[src/rtl/soo_pkg.sv]
// soo_pkg: constants, register map and carrier types for the safety output override logic
// assumes a 125 MHz clock; all offsets are APB byte addresses
`default_nettype none
package soo_pkg;
   localparam int unsigned CLK_HZ            = 125000000;
   localparam int unsigned AUTO_OFF_MS       = 500;
   localparam int unsigned AUTO_OFF_CYC      = AUTO_OFF_MS * (CLK_HZ / 1000);
   localparam int unsigned BYP_TIME_MS_DEF   = 10000;
   localparam int unsigned ENA_TIME_MS_DEF   = 10000;
   localparam int unsigned OFFDLY_MS_DEF     = 2000;
   localparam int unsigned FLASH_HALF_MS     = 250;
   localparam int unsigned FLASH_HALF_CYC    = FLASH_HALF_MS * (CLK_HZ / 1000);

   localparam logic [11:0] ADDR_CTRL   = 12'h000;
   localparam logic [11:0] ADDR_STATUS = 12'h004;
   localparam logic [11:0] ADDR_BYPT   = 12'h008;
   localparam logic [11:0] ADDR_ENAT   = 12'h00c;
   localparam logic [11:0] ADDR_OFFT   = 12'h010;

   // control register bit positions
   localparam int unsigned CTRL_MDO_EN   = 0;
   localparam int unsigned CTRL_REMAIN   = 1;
   localparam int unsigned CTRL_AUTO_RST = 2;
   localparam int unsigned CTRL_MUTE_EN  = 3;
   localparam logic [31:0] CTRL_RST      = 32'h0000_0009;

   typedef struct packed {
      logic screen_run;
      logic mute_a;
      logic mute_b;
      logic bypass_run;
      logic enable_run;
      logic estop_run;
      logic other_run;
      logic cancel_dly;
      logic reset_btn;
   } soo_in_type;

   typedef struct packed {
      logic safety_out;
      logic delayed_out;
      logic mute_lamp;
      logic enable_mode;
   } soo_out_type;

   typedef struct packed {
      logic [11:0] paddr;
      logic        psel;
      logic        penable;
      logic        pwrite;
      logic [31:0] pwdata;
   } soo_apb_req_type;
endpackage : soo_pkg
`default_nettype wire

[src/rtl/soo_core.sv]
// soo_core: safety output override logic with APB register access
// assumes inputs are already debounced and synchronous to clk; run means the device is in its Run state
// What this block does
// - mute plus bypass turns blocked outputs on
// - override holds after clears and bypass opening
// - mute lamp flashes when stopped and muted
// - bypass to Run: outputs on, lamp steady
// - bypass timer expiry turns outputs off
// - bypass Stop then Run starts new bypass
// - other input Stop turns output off
// - no mute: off in Stop, bypass Run on
// - remain-on option keeps delayed output after cancel
// - manual input re-close: delayed output off, stays
// - auto input re-close: off 500 ms, on
// - enabling Run in Run state with outputs on enters enable mode; not during bypass
// - enabling Stop turns outputs off
// - enabling timer expiry turns outputs off
// - enabling Stop then Run turns outputs on
// - E-stop Stop forces outputs off in enable mode
// - enabling Stop plus reset leaves enable mode
//
// The implementer's own choices: the register offsets and the APB register port.
`default_nettype none
module soo_core #(
   parameter int unsigned MS_CYC    = soo_pkg::CLK_HZ / 1000,
   parameter int unsigned AUTO_CYC  = soo_pkg::AUTO_OFF_CYC,
   parameter int unsigned FLASH_CYC = soo_pkg::FLASH_HALF_CYC
) (
   input  wire logic                     clk,
   input  wire logic                     rstn,
   input  wire soo_pkg::soo_apb_req_type apb_req,
   output logic                          pready,
   output logic [31:0]                   prdata,
   output logic                          pslverr,
   input  wire soo_pkg::soo_in_type      din,
   output soo_pkg::soo_out_type          dout
);
   initial if (AUTO_CYC < 1 || FLASH_CYC < 1) $error("soo_core: cycle counts must be at least 1");

   typedef enum logic [4:0] {
      ST_IDLE   = 5'b00001,
      ST_RUN    = 5'b00010,
      ST_BYPASS = 5'b00100,
      ST_MDO    = 5'b01000,
      ST_ENABLE = 5'b10000
   } soo_state_type;

   logic [31:0]   ctrl_r;
   logic [31:0]   byp_ms_r;
   logic [31:0]   ena_ms_r;
   logic [31:0]   off_ms_r;
   soo_state_type st_r;
   soo_state_type st_nxt;
   logic          byp_prev_r;
   logic          ena_prev_r;
   logic          reset_prev_r;
   logic          ena_seen_stop_r;
   logic          out_on;
   logic          any_mute;
   logic          byp_rise;
   logic          ena_rise;
   logic          reset_rise;
   logic          byp_start;
   logic          ena_start;
   logic          byp_running;
   logic          byp_done;
   logic          ena_running;
   logic          ena_done;
   logic          guard_ok;
   logic          wr_en;
   logic [31:0]   flash_cnt_r;
   logic          flash_r;

   assign any_mute   = din.mute_a | din.mute_b;
   assign byp_rise   = din.bypass_run & ~byp_prev_r;
   assign ena_rise   = din.enable_run & ~ena_prev_r;
   assign reset_rise = din.reset_btn & ~reset_prev_r;
   assign guard_ok   = din.screen_run & din.other_run & din.estop_run;

   // apb slave: zero wait states, unmapped addresses read zero and flag an error
   assign pready = 1'b1;
   assign wr_en  = apb_req.psel & apb_req.penable & apb_req.pwrite;

   function automatic logic mapped(input logic [11:0] a);
      mapped = (a == soo_pkg::ADDR_CTRL) || (a == soo_pkg::ADDR_STATUS) || (a == soo_pkg::ADDR_BYPT) ||
               (a == soo_pkg::ADDR_ENAT) || (a == soo_pkg::ADDR_OFFT);
   endfunction : mapped

   assign pslverr = apb_req.psel & apb_req.penable & ~mapped(apb_req.paddr);

   always_ff @(posedge clk)
   begin
      if (!rstn)
      begin
         ctrl_r   <= soo_pkg::CTRL_RST;
         byp_ms_r <= 32'(soo_pkg::BYP_TIME_MS_DEF);
         ena_ms_r <= 32'(soo_pkg::ENA_TIME_MS_DEF);
         off_ms_r <= 32'(soo_pkg::OFFDLY_MS_DEF);
      end
      else if (wr_en)
      begin
         case (apb_req.paddr)
            soo_pkg::ADDR_CTRL: ctrl_r   <= apb_req.pwdata & 32'h0000_000f;
            soo_pkg::ADDR_BYPT: byp_ms_r <= apb_req.pwdata;
            soo_pkg::ADDR_ENAT: ena_ms_r <= apb_req.pwdata;
            soo_pkg::ADDR_OFFT: off_ms_r <= apb_req.pwdata;
            default:            ctrl_r   <= ctrl_r;
         endcase
      end
   end

   // delayed output state, declared before the read mux uses it
   logic        dly_on_r;
   logic        dly_run_r;
   logic        dly_kept_r;
   logic        auto_off_r;
   logic [31:0] auto_cnt_r;
   logic        dly_done;
   logic        dly_running;
   logic        dly_start;

   always_ff @(posedge clk)
   begin
      if (!rstn)
         prdata <= 32'h0;
      else if (apb_req.psel && !apb_req.penable && !apb_req.pwrite)
      begin
         case (apb_req.paddr)
            soo_pkg::ADDR_CTRL:   prdata <= ctrl_r;
            soo_pkg::ADDR_STATUS: prdata <= {22'h0, auto_off_r, dly_run_r, dly_on_r, flash_r,
                                             st_r, dout.safety_out};
            soo_pkg::ADDR_BYPT:   prdata <= byp_ms_r;
            soo_pkg::ADDR_ENAT:   prdata <= ena_ms_r;
            soo_pkg::ADDR_OFFT:   prdata <= off_ms_r;
            default:              prdata <= 32'h0;
         endcase
      end
   end

   always_ff @(posedge clk)
   begin
      if (!rstn)
      begin
         byp_prev_r   <= 1'b0;
         ena_prev_r   <= 1'b0;
         reset_prev_r <= 1'b0;
      end
      else
      begin
         byp_prev_r   <= din.bypass_run;
         ena_prev_r   <= din.enable_run;
         reset_prev_r <= din.reset_btn;
      end
   end

   soo_timer #(.MS_CYC(MS_CYC)) u_byp_tmr (
      .clk     (clk),
      .rstn    (rstn),
      .start   (byp_start),
      .stop    (~din.bypass_run),
      .dur_ms  (byp_ms_r),
      .running (byp_running),
      .done    (byp_done)
   );

   soo_timer #(.MS_CYC(MS_CYC)) u_ena_tmr (
      .clk     (clk),
      .rstn    (rstn),
      .start   (ena_start),
      .stop    (~din.enable_run | ((st_r == ST_ENABLE) & ~guard_ok)),
      .dur_ms  (ena_ms_r),
      .running (ena_running),
      .done    (ena_done)
   );

   always_comb
   begin
      st_nxt    = st_r;
      byp_start = 1'b0;
      ena_start = 1'b0;
      case (st_r)
         ST_IDLE:
         begin
            if (guard_ok && !din.enable_run && (ctrl_r[soo_pkg::CTRL_AUTO_RST] || reset_rise))
               st_nxt = ST_RUN;
            else if (byp_rise && din.other_run && din.estop_run)
            begin
               byp_start = 1'b1;
               if (ctrl_r[soo_pkg::CTRL_MDO_EN] && ctrl_r[soo_pkg::CTRL_MUTE_EN] && any_mute &&
                   !din.screen_run)
                  st_nxt = ST_MDO;
               else
                  st_nxt = ST_BYPASS;
            end
         end
         ST_RUN:
         begin
            if (!din.other_run || !din.estop_run)
               st_nxt = ST_IDLE;
            else if (!din.screen_run)
               st_nxt = ST_IDLE;
            else if (ena_rise)
            begin
               ena_start = 1'b1;
               st_nxt    = ST_ENABLE;
            end
         end
         ST_BYPASS:
         begin
            if (!din.other_run || !din.estop_run)
               st_nxt = ST_IDLE;
            else if (byp_done || !din.bypass_run)
               st_nxt = ST_IDLE;
         end
         ST_MDO:
         begin
            // the override holds once started; only other guards or the bypass timer drop it
            if (!din.other_run || !din.estop_run)
               st_nxt = ST_IDLE;
            else if (byp_done)
               st_nxt = ST_IDLE;
            else if (din.screen_run && !any_mute && !din.bypass_run)
               st_nxt = ST_RUN;
         end
         ST_ENABLE:
         begin
            if (reset_rise && !din.enable_run && ena_seen_stop_r)
               st_nxt = guard_ok ? ST_RUN : ST_IDLE;
            else if (ena_rise && guard_ok)
               ena_start = 1'b1;
         end
         default:
            st_nxt = ST_IDLE;
      endcase
   end

   always_ff @(posedge clk)
   begin
      if (!rstn)
         st_r <= ST_IDLE;
      else
         st_r <= st_nxt;
   end

   always_ff @(posedge clk)
   begin
      if (!rstn || st_r != ST_ENABLE)
         ena_seen_stop_r <= 1'b0;
      else if (!din.enable_run)
         ena_seen_stop_r <= 1'b1;
   end

   // enable mode output: only while enabling device held, timer live, guards ok
   always_comb
   begin
      case (st_r)
         ST_RUN:    out_on = 1'b1;
         ST_BYPASS: out_on = 1'b1;
         ST_MDO:    out_on = 1'b1;
         ST_ENABLE: out_on = din.enable_run & ena_running & guard_ok;
         default:   out_on = 1'b0;
      endcase
   end

   // mute lamp flash; the divider free-runs so the pattern never stalls
   always_ff @(posedge clk)
   begin
      if (!rstn)
      begin
         flash_cnt_r <= 32'h0;
         flash_r     <= 1'b0;
      end
      else if (flash_cnt_r == FLASH_CYC - 1)
      begin
         flash_cnt_r <= 32'h0;
         flash_r     <= ~flash_r;
      end
      else
         flash_cnt_r <= flash_cnt_r + 32'h1;
   end

   // off-delay output follows the main output with a delay and a cancel input
   soo_timer #(.MS_CYC(MS_CYC)) u_off_tmr (
      .clk     (clk),
      .rstn    (rstn),
      .start   (dly_start),
      .stop    (1'b0),
      .dur_ms  (off_ms_r),
      .running (dly_running),
      .done    (dly_done)
   );

   assign dly_start = dly_on_r & ~dly_run_r & ~out_on & ~auto_off_r & ~dly_kept_r;

   always_ff @(posedge clk)
   begin
      if (!rstn)
      begin
         dly_on_r   <= 1'b0;
         dly_run_r  <= 1'b0;
         dly_kept_r <= 1'b0;
         auto_off_r <= 1'b0;
         auto_cnt_r <= 32'h0;
      end
      else if (auto_off_r)
      begin
         if (auto_cnt_r == AUTO_CYC - 1)
         begin
            auto_off_r <= 1'b0;
            dly_on_r   <= out_on;
         end
         else
            auto_cnt_r <= auto_cnt_r + 32'h1;
      end
      else if (dly_run_r)
      begin
         if (ctrl_r[soo_pkg::CTRL_REMAIN] && din.cancel_dly && out_on)
         begin
            dly_run_r  <= 1'b0;
            dly_kept_r <= 1'b1;
         end
         else if (!ctrl_r[soo_pkg::CTRL_REMAIN] && guard_ok)
         begin
            dly_run_r <= 1'b0;
            dly_on_r  <= 1'b0;
            if (ctrl_r[soo_pkg::CTRL_AUTO_RST])
            begin
               auto_off_r <= 1'b1;
               auto_cnt_r <= 32'h0;
            end
         end
         else if (dly_done)
         begin
            dly_run_r <= 1'b0;
            dly_on_r  <= 1'b0;
         end
      end
      else if (dly_start)
         dly_run_r <= 1'b1;
      else
      begin
         if (!out_on)
            dly_kept_r <= 1'b0;
         // manual input: output returns only after the main output comes back, through a reset or a bypass
         if (out_on)
            dly_on_r <= 1'b1;
      end
   end

   always_ff @(posedge clk)
   begin
      if (!rstn)
         dout <= '0;
      else
      begin
         dout.safety_out  <= out_on;
         dout.delayed_out <= dly_on_r | dly_kept_r;
         dout.enable_mode <= (st_nxt == ST_ENABLE);
         if (st_nxt == ST_MDO || st_nxt == ST_BYPASS)
            dout.mute_lamp <= ctrl_r[soo_pkg::CTRL_MUTE_EN] & any_mute;
         else if (st_nxt == ST_IDLE && !din.screen_run && ctrl_r[soo_pkg::CTRL_MUTE_EN])
            dout.mute_lamp <= any_mute & flash_r;
         else
            dout.mute_lamp <= 1'b0;
      end
   end
endmodule : soo_core
`default_nettype wire

[src/rtl/soo_timer.sv]
// soo_timer: millisecond down-counter with restart; done pulses when the count runs out
// assumes a free-running clock and a prescale that yields one tick per millisecond
`default_nettype none
module soo_timer #(
   parameter int unsigned MS_CYC = 125000
) (
   input  wire logic        clk,
   input  wire logic        rstn,
   input  wire logic        start,
   input  wire logic        stop,
   input  wire logic [31:0] dur_ms,
   output logic             running,
   output logic             done
);
   initial if (MS_CYC < 1) $error("soo_timer: MS_CYC must be at least 1");
   logic [31:0] pre_r;
   logic [31:0] ms_r;

   always_ff @(posedge clk)
   begin
      if (!rstn || stop)
      begin
         running <= 1'b0;
         done    <= 1'b0;
         pre_r   <= 32'h0;
         ms_r    <= 32'h0;
      end
      else if (start)
      begin
         running <= 1'b1;
         done    <= 1'b0;
         pre_r   <= 32'h0;
         ms_r    <= dur_ms;
      end
      else
      begin
         done <= 1'b0;
         if (running)
         begin
            if (pre_r == MS_CYC - 1)
            begin
               pre_r <= 32'h0;
               if (ms_r <= 32'h1)
               begin
                  running <= 1'b0;
                  done    <= 1'b1;
               end
               else
                  ms_r <= ms_r - 32'h1;
            end
            else
               pre_r <= pre_r + 32'h1;
         end
      end
   end
endmodule : soo_timer
`default_nettype wire

[config.mk]
export PLATFORM = sky130hd
export DESIGN_NAME = soo_core
export DESIGN_NICKNAME = d
export VERILOG_FILES = /design/src/rtl/soo_pkg.sv /design/src/rtl/soo_core.sv /design/src/rtl/soo_timer.sv
export SDC_FILE = /design/constraint.sdc
export NUM_CORES = 1
export LEC_CHECK = 0
export BUFFER_PORTS_ARGS = -buffer_cell sky130_fd_sc_hd__buf_2
export CAP_MARGIN = 20
export CORE_ASPECT_RATIO = 1.4
export CORE_MARGIN = 1
export CORE_UTILIZATION = 62
export DETAILED_ROUTE_END_ITERATION = 7
export PLACE_DENSITY = 0.8
export SLEW_MARGIN = 20
export SYNTH_ARGS = -nofsm -noshare
export SYNTH_HDL_FRONTEND = slang
export SYNTH_HIERARCHICAL = 1
export SYNTH_SLANG_ARGS = --single-unit
[constraint.sdc]
create_clock -name clk -period 3.03 [get_ports clk]
set_input_delay 0.1515 -clock clk [delete_from_list [all_inputs] [get_ports clk]]
set_output_delay 0.1515 -clock clk [all_outputs]
set_load 0.01 [all_outputs]
; Word level (Yosys, flattened, before mapping)
; Cells that the tools add are included.
[word_totals]
inputBits = 58
ff_bits = 411
elab_cells = 264
[classes]
n_eq_ne = 31
n_bitwise = 37
reduce_logical = 68
addsub = 8
mux = 85
n_lt_le_gt_ge = 3
[op_table]
columns = op, n
row1 = $mux W32, 21
row2 = $add A32 B1 Y32 const B, 5
row3 = $pmux W32 S5, 1
row4 = $eq A32 B17 Y1 const B, 3
row5 = $le A32 B1 Y1 const B, 3
row6 = $sub A32 B1 Y32 const B, 3
row7 = $mux W5, 11
row8 = $mux W1, 47
row9 = $eq A32 B25 Y1 const B, 1
row10 = $eq A32 B26 Y1 const B, 1
row11 = $pmux W5 S5, 1
row12 = $eq A12 B4 Y1 const B, 2
row13 = $logic_and A1 B1 Y1, 19
row14 = $reduce_bool A2 Y1, 9
row15 = $and A1 B1 Y1, 17
row16 = $not A1 Y1, 17
row17 = $eq A12 B3 Y1 const B, 1
row18 = $eq A12 B5 Y1 const B, 1
row19 = $logic_not A12 Y1, 1
row20 = $ne A2 B2 Y1 const B, 6
row21 = $logic_or A1 B1 Y1, 11
row22 = $eq A5 B1 Y1 const B, 2
row23 = $eq A5 B3 Y1 const B, 2
row24 = $eq A5 B4 Y1 const B, 2
row25 = other kinds (19), 45

; Logic depth before layout (Yosys ltp)
; Gate-level depths: netlist of run 1.
[logic_depth]
word_depth = 13
mapped_depth = 12
mapped_depth_nobuf = 9

; By module
; Netlist of run 1, hierarchy kept.
[by_module_without_submodules]
columns = mod, area_each_um2, seq_area_each_um2, cells_per_inst, instances
row1 = soo_core, 9480.3, 4284.1, 1168, 1
row2 = soo_timer (u_ena_tmr), 3679.8, 1321.3, 447, 1
row3 = soo_timer (u_off_tmr), 3480.8, 1321.3, 433, 1
row4 = soo_timer (u_byp_tmr), 3409.5, 1321.3, 401, 1

; Worst setup path after synthesis of run 1
; OpenSTA, ideal clock, no wires.
[synth_path]
path_kind = register to register
from = register u_ena_tmr.ms_r[2]
to = register u_ena_tmr.ms_r[29]
arrival_ns = 2.692
n_path_buf = 2
slack_ns = 0.264
setup_ns = 0.074
path_stages_with_launch = 8
path_cell_list = dfxtp_1 or4_4 or4_1 clkbuf_2 or4b_4 buf_6 or4_1 a31oi_1
[synth_via]
elab_chain_cells = 5
elab_cells_between_ends = 8
cone_classes = add/sub: 1 / order compare: 1 / eq/ne: 1 / mux: 4 / reduce/logical: 1
[synth_rtl]
columns = element, line_no
row1 = start: declaration, soo_timer.sv:17  ; logic [31:0] ms_r;
row2 = start signal: assignment, soo_timer.sv:33  ; ms_r <= dur_ms;
row3 = start signal: assignment, soo_timer.sv:49  ; ms_r <= ms_r - 32'h1;
row4 = $sub A32 B1 Y32, soo_timer.sv:49
row5 = $mux W32, soo_timer.sv:43  ; if (ms_r <= 32'h1)
row6 = $mux W32, soo_timer.sv:40  ; if (pre_r == MS_CYC - 1)
row7 = $mux W32, soo_timer.sv:38  ; if (running)
row8 = $mux W32, soo_timer.sv:28  ; else if (start)
; Several ways; a longest one is shown, not always the timed one. The select of a mux whose other input is x is not followed.
; A chain may end at the register's enable or synchronous reset.

; Worst setup path after layout of run 1
[layout_path]
from = register u_ena_tmr.ms_r[2]
to = register u_ena_tmr.ms_r[11]
; The elaborated chain is that of the path after synthesis.

==> results of run 1 <==
==> sequential cells by signal (all words and copies together) (netlist names), 5 cells and up <==
register,count
auto_cnt_r,32
byp_ms_r,32
ena_ms_r,32
flash_cnt_r,32
off_ms_r,32
prdata,32
st_r,5
u_byp_tmr/ms_r,32
u_byp_tmr/pre_r,32
u_ena_tmr/ms_r,32
u_ena_tmr/pre_r,32
u_off_tmr/ms_r,32
u_off_tmr/pre_r,32
==> power by group through the flow <==
| stage | Combinational, W | Clock [W] | Sequential [W] |
|---|---|---|---|
| floorplan | 0.000314 | 0 | 0.00556 |
| global placement | 0.000479 | 0 | 0.00557 |
| detailed placement | 0.000488 | 0 | 0.00557 |
| CTS | 0.000529 | 0.00523 | 0.00545 |
| global route | 0.000582 | 0.00544 | 0.00545 |
| finish | 0.000540 | 0.00516 | 0.00545 |
==> cell type report <==
type / instances / share of cell area (%)
antenna: 2 / 0.0221
clock buffer: 51 / 4.91
clock inverter: 22 / 1.08
inverter: 34 / 0.563
multi-input combinational: 1870 / 49.2
sequential: 411 / 36.3
tap: 395 / 2.18
timing repair buffer: 188 / 5.72
==> metal layers <==
metal	track usage, %	part of all wire (%)	vias to the layer above
met5	0	0.042	-
met4	20.1	6.1	4
met3	4.75	5.3	167
met2	57.0	49	618
met1	38.5	40	8788
li1	-	-	8911
==> critical path, stage by stage (launching register included) <==
cell                      delay (ns)
sky130_fd_sc_hd__dfxtp_1        0.34
sky130_fd_sc_hd__or4_4          0.57
sky130_fd_sc_hd__or4_1          0.52
sky130_fd_sc_hd__or4_2          0.77
sky130_fd_sc_hd__and4_1         0.23
sky130_fd_sc_hd__o311a_1        0.31
==> path summary, 6_finish.rpt <==
kind	from	to
setup / recovery	u_ena_tmr/ms_r[2]	u_ena_tmr/ms_r[11]
hold / removal	din[1]	dly_kept_r
setup reg to reg	u_ena_tmr/ms_r[2]	u_ena_tmr/ms_r[11]
hold reg to reg	prdata[12]	prdata[12]
==> per-stage QoR <==
stage / std cells / total power (W) / area (sq um) / setup WS (ns)
after global routing: 2973 / 0.0115 / 22700 / 0.0525
after global placement: 2861 / 0.00605 / 20900 / 0.254
after detailed placement: 2861 / 0.00606 / 20900 / 0.211
after floorplan: 2448 / 0.00588 / 20000 / 0.264
final: 2973 / 0.0112 / 22700 / 0.179
after CTS: 2971 / 0.0112 / 22600 / 0.174
==> timing repair <==
action                                 4_1_cts  5_1_grt
setup endpoints to repair                    0        3
gates resized for setup                      0        1
endpoints found under the hold margin      106        0
hold buffers                                37        0
==> impl_results.rst, run 1 <==
.. list-table::
   :header-rows: 1

   * - Metric
     - Value
   * - Final number of max-transition violations
     - 0
   * - Total global routing overflow
     - 0
   * - H-tree level count
     - 2
   * - Power spent charging and discharging nets
     - approximately 0.0026 W
   * - Number of max-capacitance violations reported
     - 0
   * - Sum of negative setup slack
     - 0 ns
   * - Antenna violations before repair
     - 4
   * - Final setup violation count
     - 0
   * - Layout Skew
     - between 0.02 and 0.025 ns
   * - Achievable frequency
     - between 300 and 400 MHz
   * - Multi-input combinational cell area
     - roughly 11000 sq um
   * - Initial DRT Pass Iterations
     - 7
   * - Clock tree from TritonCTS
     - yes
   * - Die Wd
     - 154 um
   * - Final worst-path cycle share
     - ~94%
   * - Cell area after synthesis
     - 20000 sq um
   * - Drt first-iter violations
     - 1417
   * - Clock tree root buffer cell
     - sky130_fd_sc_hd__clkbuf_16
   * - Startpoint kind of the worst setup timing path
     - flip-flop
   * - Number of buffers created by CTS
     - 40
   * - Run status
     - finished clean
   * - Starting density of the core
     - 63.2%
   * - Normalized max-slew margin
     - ~37%
   * - Number of core rows
     - 77
   * - Wire length of the first global-routing pass
     - 88600 um
   * - Area used by sequential logic in the layout
     - ~8200 sq um
   * - Cell internal power dissipation
     - between 0.008 and 0.009 W
   * - Data required time of the critical path
     - 3.46 ns
   * - Average routed wire per standard cell
     - 18.5 um
   * - Floorplan core area
     - roughly 32000 sq um
   * - Routed vias
     - roughly 18000
   * - Final Routed Wirelength
     - around 55000 um
   * - Vias in the first global route
     - 17310
   * - Weighted congestion reported at the end of routability-driven placement
     - a little over 0.9
   * - Worst hold-check slack
     - approximately 0.029 ns
   * - Synth-to-layout area growth
     - 13.1%
   * - Buffer levels on the longest clock path
     - 3
   * - Input/output buffers
     - 94
   * - Tot GR Track Use
     - 33.0%
   * - Relative contribution of sequential cells to total power
     - roughly half
   * - Hpwl dp
     - roughly 39000 um
   * - Fraction of power spent switching nets
     - 22.9%
   * - Crit path capture type
     - flip-flop
   * - Final-stage net count
     - 2614
   * - Die area
     - about 33000 sq um
   * - Post-CTS setup-driven buffer insertion count
     - 0
   * - Mean post-synth cell area
     - ~8 sq um
   * - Post-synthesis cell count
     - ~2400
   * - Leakage power figure
     - roughly 8 nW
   * - Register-to-register setup slack
     - approximately 0.18 ns
   * - Least-Margin Pin Slew
     - 0.938 ns
   * - Power density relative to cell area
     - around 490 nW/um^2
   * - ANT nets after route
     - 0
   * - Per-cell via count in the routed design
     - roughly 6.2
   * - Latest clock arrival within the worst-skew pair
     - around 0.56 ns
   * - Clock power share
     - ~46%
   * - Die Height
     - about 210 um
   * - Most common cell after layout, fill and taps aside
     - sky130_fd_sc_hd__dfxtp_1
   * - Worst hold stages
     - 3
   * - Fraction of power consumed by combinational cells
     - about 4.8%
   * - Kind of path behind the tightest hold check
     - input pin to flip-flop
   * - Warnings from Yosys
     - 6
   * - Final-layout fill cell count
     - between 2000 and 2500
   * - Critical path start-end classification
     - flip-flop to flip-flop
   * - Final critical-path required period
     - roughly 2.9 ns
   * - Worst Reg2Reg Path Length in Cells
     - 5
   * - # IOs
     - 96
   * - Maximum resistive drop on vdd
     - approximately 0.00049 V
   * - Setup repair after global routing missed its margin
     - no
   * - Crit path DAT
     - around 3.3 ns
   * - Top library cells by usage in the layout, fill and taps aside
     - sky130_fd_sc_hd__dfxtp_1 (411), sky130_fd_sc_hd__nand2_1 (339), sky130_fd_sc_hd__nor2_1 (229), sky130_fd_sc_hd__o21ai_0 (149), sky130_fd_sc_hd__nand3_1 (140)
   * - Final Hold Violating Endpoints
     - 0
   * - Final core occ
     - slightly above 70%
   * - Pin count of the biggest net entering global routing
     - 69
   * - Total DRC errors in the routed layout
     - 0
   * - Crit path max fanout
     - 6
   * - Fraction of final layout cells sized beyond drive strength 1
     - between 10% and 20%
   * - TritonCTS sink count
     - 411
   * - Clock-pin transition on the worst setup and hold timing paths
     - around 0.070 ns
No activity file was read; power rests on OpenSTA's default activity.
==> run 2: changes to the inputs <==
==> constraint.sdc (replaced) <==
create_clock -name clk -period 3.07 [get_ports clk]
set_input_delay 0.1535 -clock clk [delete_from_list [all_inputs] [get_ports clk]]
set_output_delay 0.1535 -clock clk [all_outputs]
set_load 0.01 [all_outputs]
==> run 2 against run 1 <==
Against the previous run:
- wire length down 0.25%
- first-iteration DRC count down 2.1%
- combinational power about the same
- global-route usage down 0.073 points
- power up 0.60%
- clock-buffer cell count up 6
- design area up 0.22%
- non-clock buffer count down 6
- cell count down 0.20%
- clock skew down 0.0031 ns
- maximum frequency down 1.1%
- critical endpoint is now u_ena_tmr/ms_r[25]
==> impl_results.rst, run 2 (same netlist as run 1, synthesis figures left out) <==
.. list-table::
   :header-rows: 1

   * - Metric
     - Value
   * - Least-Margin Pin Slew
     - 1.08 ns (+0.137 ns)
   * - Register-to-register setup slack
     - 0.19 ns (about the same)
   * - Wire length of the first global-routing pass
     - 88500 um (about the same)
   * - Final-stage net count
     - 2609 (-0.19%)
   * - Critical path start-end classification
     - flip-flop to flip-flop
   * - Pin count of the biggest net entering global routing
     - 107 (+55%)
   * - Achievable frequency
     - 347 MHz (-1.1%)
   * - H-tree level count
     - 2 (unchanged)
   * - Antenna violations before repair
     - 4 (unchanged)
   * - Input/output buffers
     - 94 (unchanged)
   * - Setup repair after global routing missed its margin
     - no
   * - Sum of negative setup slack
     - 0 ns (unchanged)
   * - Final Hold Violating Endpoints
     - 0 (unchanged)
   * - Initial DRT Pass Iterations
     - 6 (-1)
   * - Number of core rows
     - 77 (unchanged)
   * - Kind of path behind the tightest hold check
     - input pin to flip-flop
   * - Maximum resistive drop on vdd
     - 0.000500 V (+3.0%)
   * - Clock tree from TritonCTS
     - yes
   * - Final Routed Wirelength
     - 54900 um (-0.25%)
   * - Final worst-path cycle share
     - 93.9% (-0.21 points)
   * - Most numerous cell on the critical path
     - sky130_fd_sc_hd__or4_1
   * - Routed vias
     - 18435 (-0.29%)
   * - Crit path DAT
     - 3.34 ns (+0.06 ns)
   * - Crit path max fanout
     - 13 (+7)
   * - Die area
     - 33000 sq um (unchanged)
   * - Crit Reg-Reg Startpoint
     - u_ena_tmr/ms_r[2]
   * - Leakage power figure
     - 7.90 nW (+0.13%)
   * - Final setup violation count
     - 0 (unchanged)
   * - Number of max-capacitance violations reported
     - 0 (unchanged)
   * - Overall Power
     - 0.0112 W (+0.60%)
   * - Top library cells by usage in the layout, fill and taps aside
     - sky130_fd_sc_hd__dfxtp_1 (411), sky130_fd_sc_hd__nand2_1 (339), sky130_fd_sc_hd__nor2_1 (229), sky130_fd_sc_hd__o21ai_0 (149), sky130_fd_sc_hd__nand3_1 (140)
   * - Normalized max-slew margin
     - 27.7% (-9.0 points)
   * - Min-Delay Startpoint
     - din[1]
   * - Die Height
     - 215 um (unchanged)
   * - Run status
     - finished clean
   * - CP peak stage delay
     - 0.67 ns (-0.10 ns)
   * - Multi-input combinational cell area
     - 11100 sq um (unchanged)
   * - Weighted congestion reported at the end of routability-driven placement
     - 0.953 (+2.4%)
   * - Buffer levels on the longest clock path
     - 3 (unchanged)
   * - Data required time of the critical path
     - 3.53 ns (+0.07 ns)
   * - Vias in the first global route
     - 17757 (+2.6%)
   * - Latest clock arrival within the worst-skew pair
     - 0.56 ns (about the same)
   * - Drt first-iter violations
     - 1387 (-2.1%)
   * - Fraction of final layout cells sized beyond drive strength 1
     - 10.7% (-0.21 points)
   * - ANT nets after route
     - 0 (unchanged)
   * - Final-layout fill cell count
     - 2505 (+2.5%)
   * - Total global routing overflow
     - 0 (unchanged)
   * - Average routed wire per standard cell
     - 18.5 um (about the same)
   * - Area used by sequential logic in the layout
     - 8230 sq um (unchanged)
   * - Crit path capture type
     - flip-flop
   * - Power density relative to cell area
     - 494 nW/um^2 (+0.38%)
   * - TritonCTS sink count
     - 411 (unchanged)
   * - Clock-pin transition on the worst setup and hold timing paths
     - 0.07 ns (about the same)
   * - Floorplan core area
     - 31700 sq um (unchanged)
   * - # IOs
     - 96 (unchanged)
   * - Tot GR Track Use
     - 33.0% (-0.073 points)
   * - Most common cell after layout, fill and taps aside
     - sky130_fd_sc_hd__dfxtp_1
   * - Clock tree root buffer cell
     - sky130_fd_sc_hd__clkbuf_16
   * - Slowest stage cell, crit path
     - sky130_fd_sc_hd__or4b_4
   * - Starting density of the core
     - 63.2% (unchanged)
   * - Startpoint kind of the worst setup timing path
     - flip-flop
   * - Critical-path cell list
     - or4_4 -> or4_1 -> or4b_4 -> or4_1 -> a31oi_1
   * - Startpoint of the most critical setup path
     - u_ena_tmr/ms_r[2]
   * - Die Wd
     - 154 um (unchanged)
   * - Hpwl dp
     - 39400 um (+0.33%)
   * - Final critical-path required period
     - 2.88 ns (+0.0311 ns)
   * - Total DRC errors in the routed layout
     - 0 (unchanged)
   * - Number of buffers created by CTS
     - 41 (+2.5%)
   * - Final number of max-transition violations
     - 0 (unchanged)
   * - Synth-to-layout area growth
     - 13.4%
   * - Per-cell via count in the routed design
     - 6.21 (about the same)
   * - Post-CTS setup-driven buffer insertion count
     - 0 (unchanged)
   * - Layout Skew
     - 0.0209 ns (-0.00311 ns)
==> run 2: per-stage QoR <==
step	setup slack, ns	std cells	instance area [sq um]	hold slack, ns	util [%]
final	0.188	2967	22700	0.0409	71.6
after global routing	0.0290	2967	22700	0.0570	71.6
after CTS	0.203	2965	22700	0.0277	71.6
after detailed placement	0.240	2855	20900	0.405	65.9
after global placement	0.283	2855	20900	0.396	65.9
after floorplan	0.304	2448	20000	0.275	-
==> run 2: repair_timing <==
action / in CTS / in global routing
hold buffers: 37 / 0
endpoints found under the setup margin: 0 / 0
resized for setup: 0 / 0
endpoints found under the hold margin: 105 / 0
==> run 2: final timing paths <==
kind,to,cells past startpoint
setup / recovery,u_ena_tmr/ms_r[25],5
hold / removal,dly_kept_r,3
hold reg to reg,prdata[12],2
setup reg to reg,u_ena_tmr/ms_r[25],5
==> run 2: worst max-delay path: cells and delay by family (launching register included) <==
family,cells,cell delay (ns)
AO/OA/AOI/OAI,1,0.20
flip-flops,1,0.34
AND/OR/NAND/NOR,4,2.25
==> run 2: where the power goes <==
part	total, W	switching, W	internal [W]
clock	0.00530	0.00214	0.00317
combinational	0.000539	0.000335	0.000204
sequential	0.00538	0.0000228	0.00535
total	0.0112	0.00249	0.00872
==> run 2: area by class of cell <==
type | instances | area share [%]
multi-input combinational | 1870 | 49.1
sequential | 411 | 36.2
timing repair buffer | 182 | 5.62
clock buffer | 57 | 5.31
tap | 395 | 2.18
clock inverter | 16 | 0.970
inverter | 34 | 0.562
antenna | 2 | 0.0220
==> run 2: layer usage <==
metal	share of wire [%]	GRT usage (%)	wire length [um]	up-vias
met2	49	57.3	26800	602
met3	5.5	5.01	2990	204
met4	6.8	21.1	3730	4
met5	0.040	0	22	-
li1	-	-	-	8906
met1	39	37.6	21300	8719
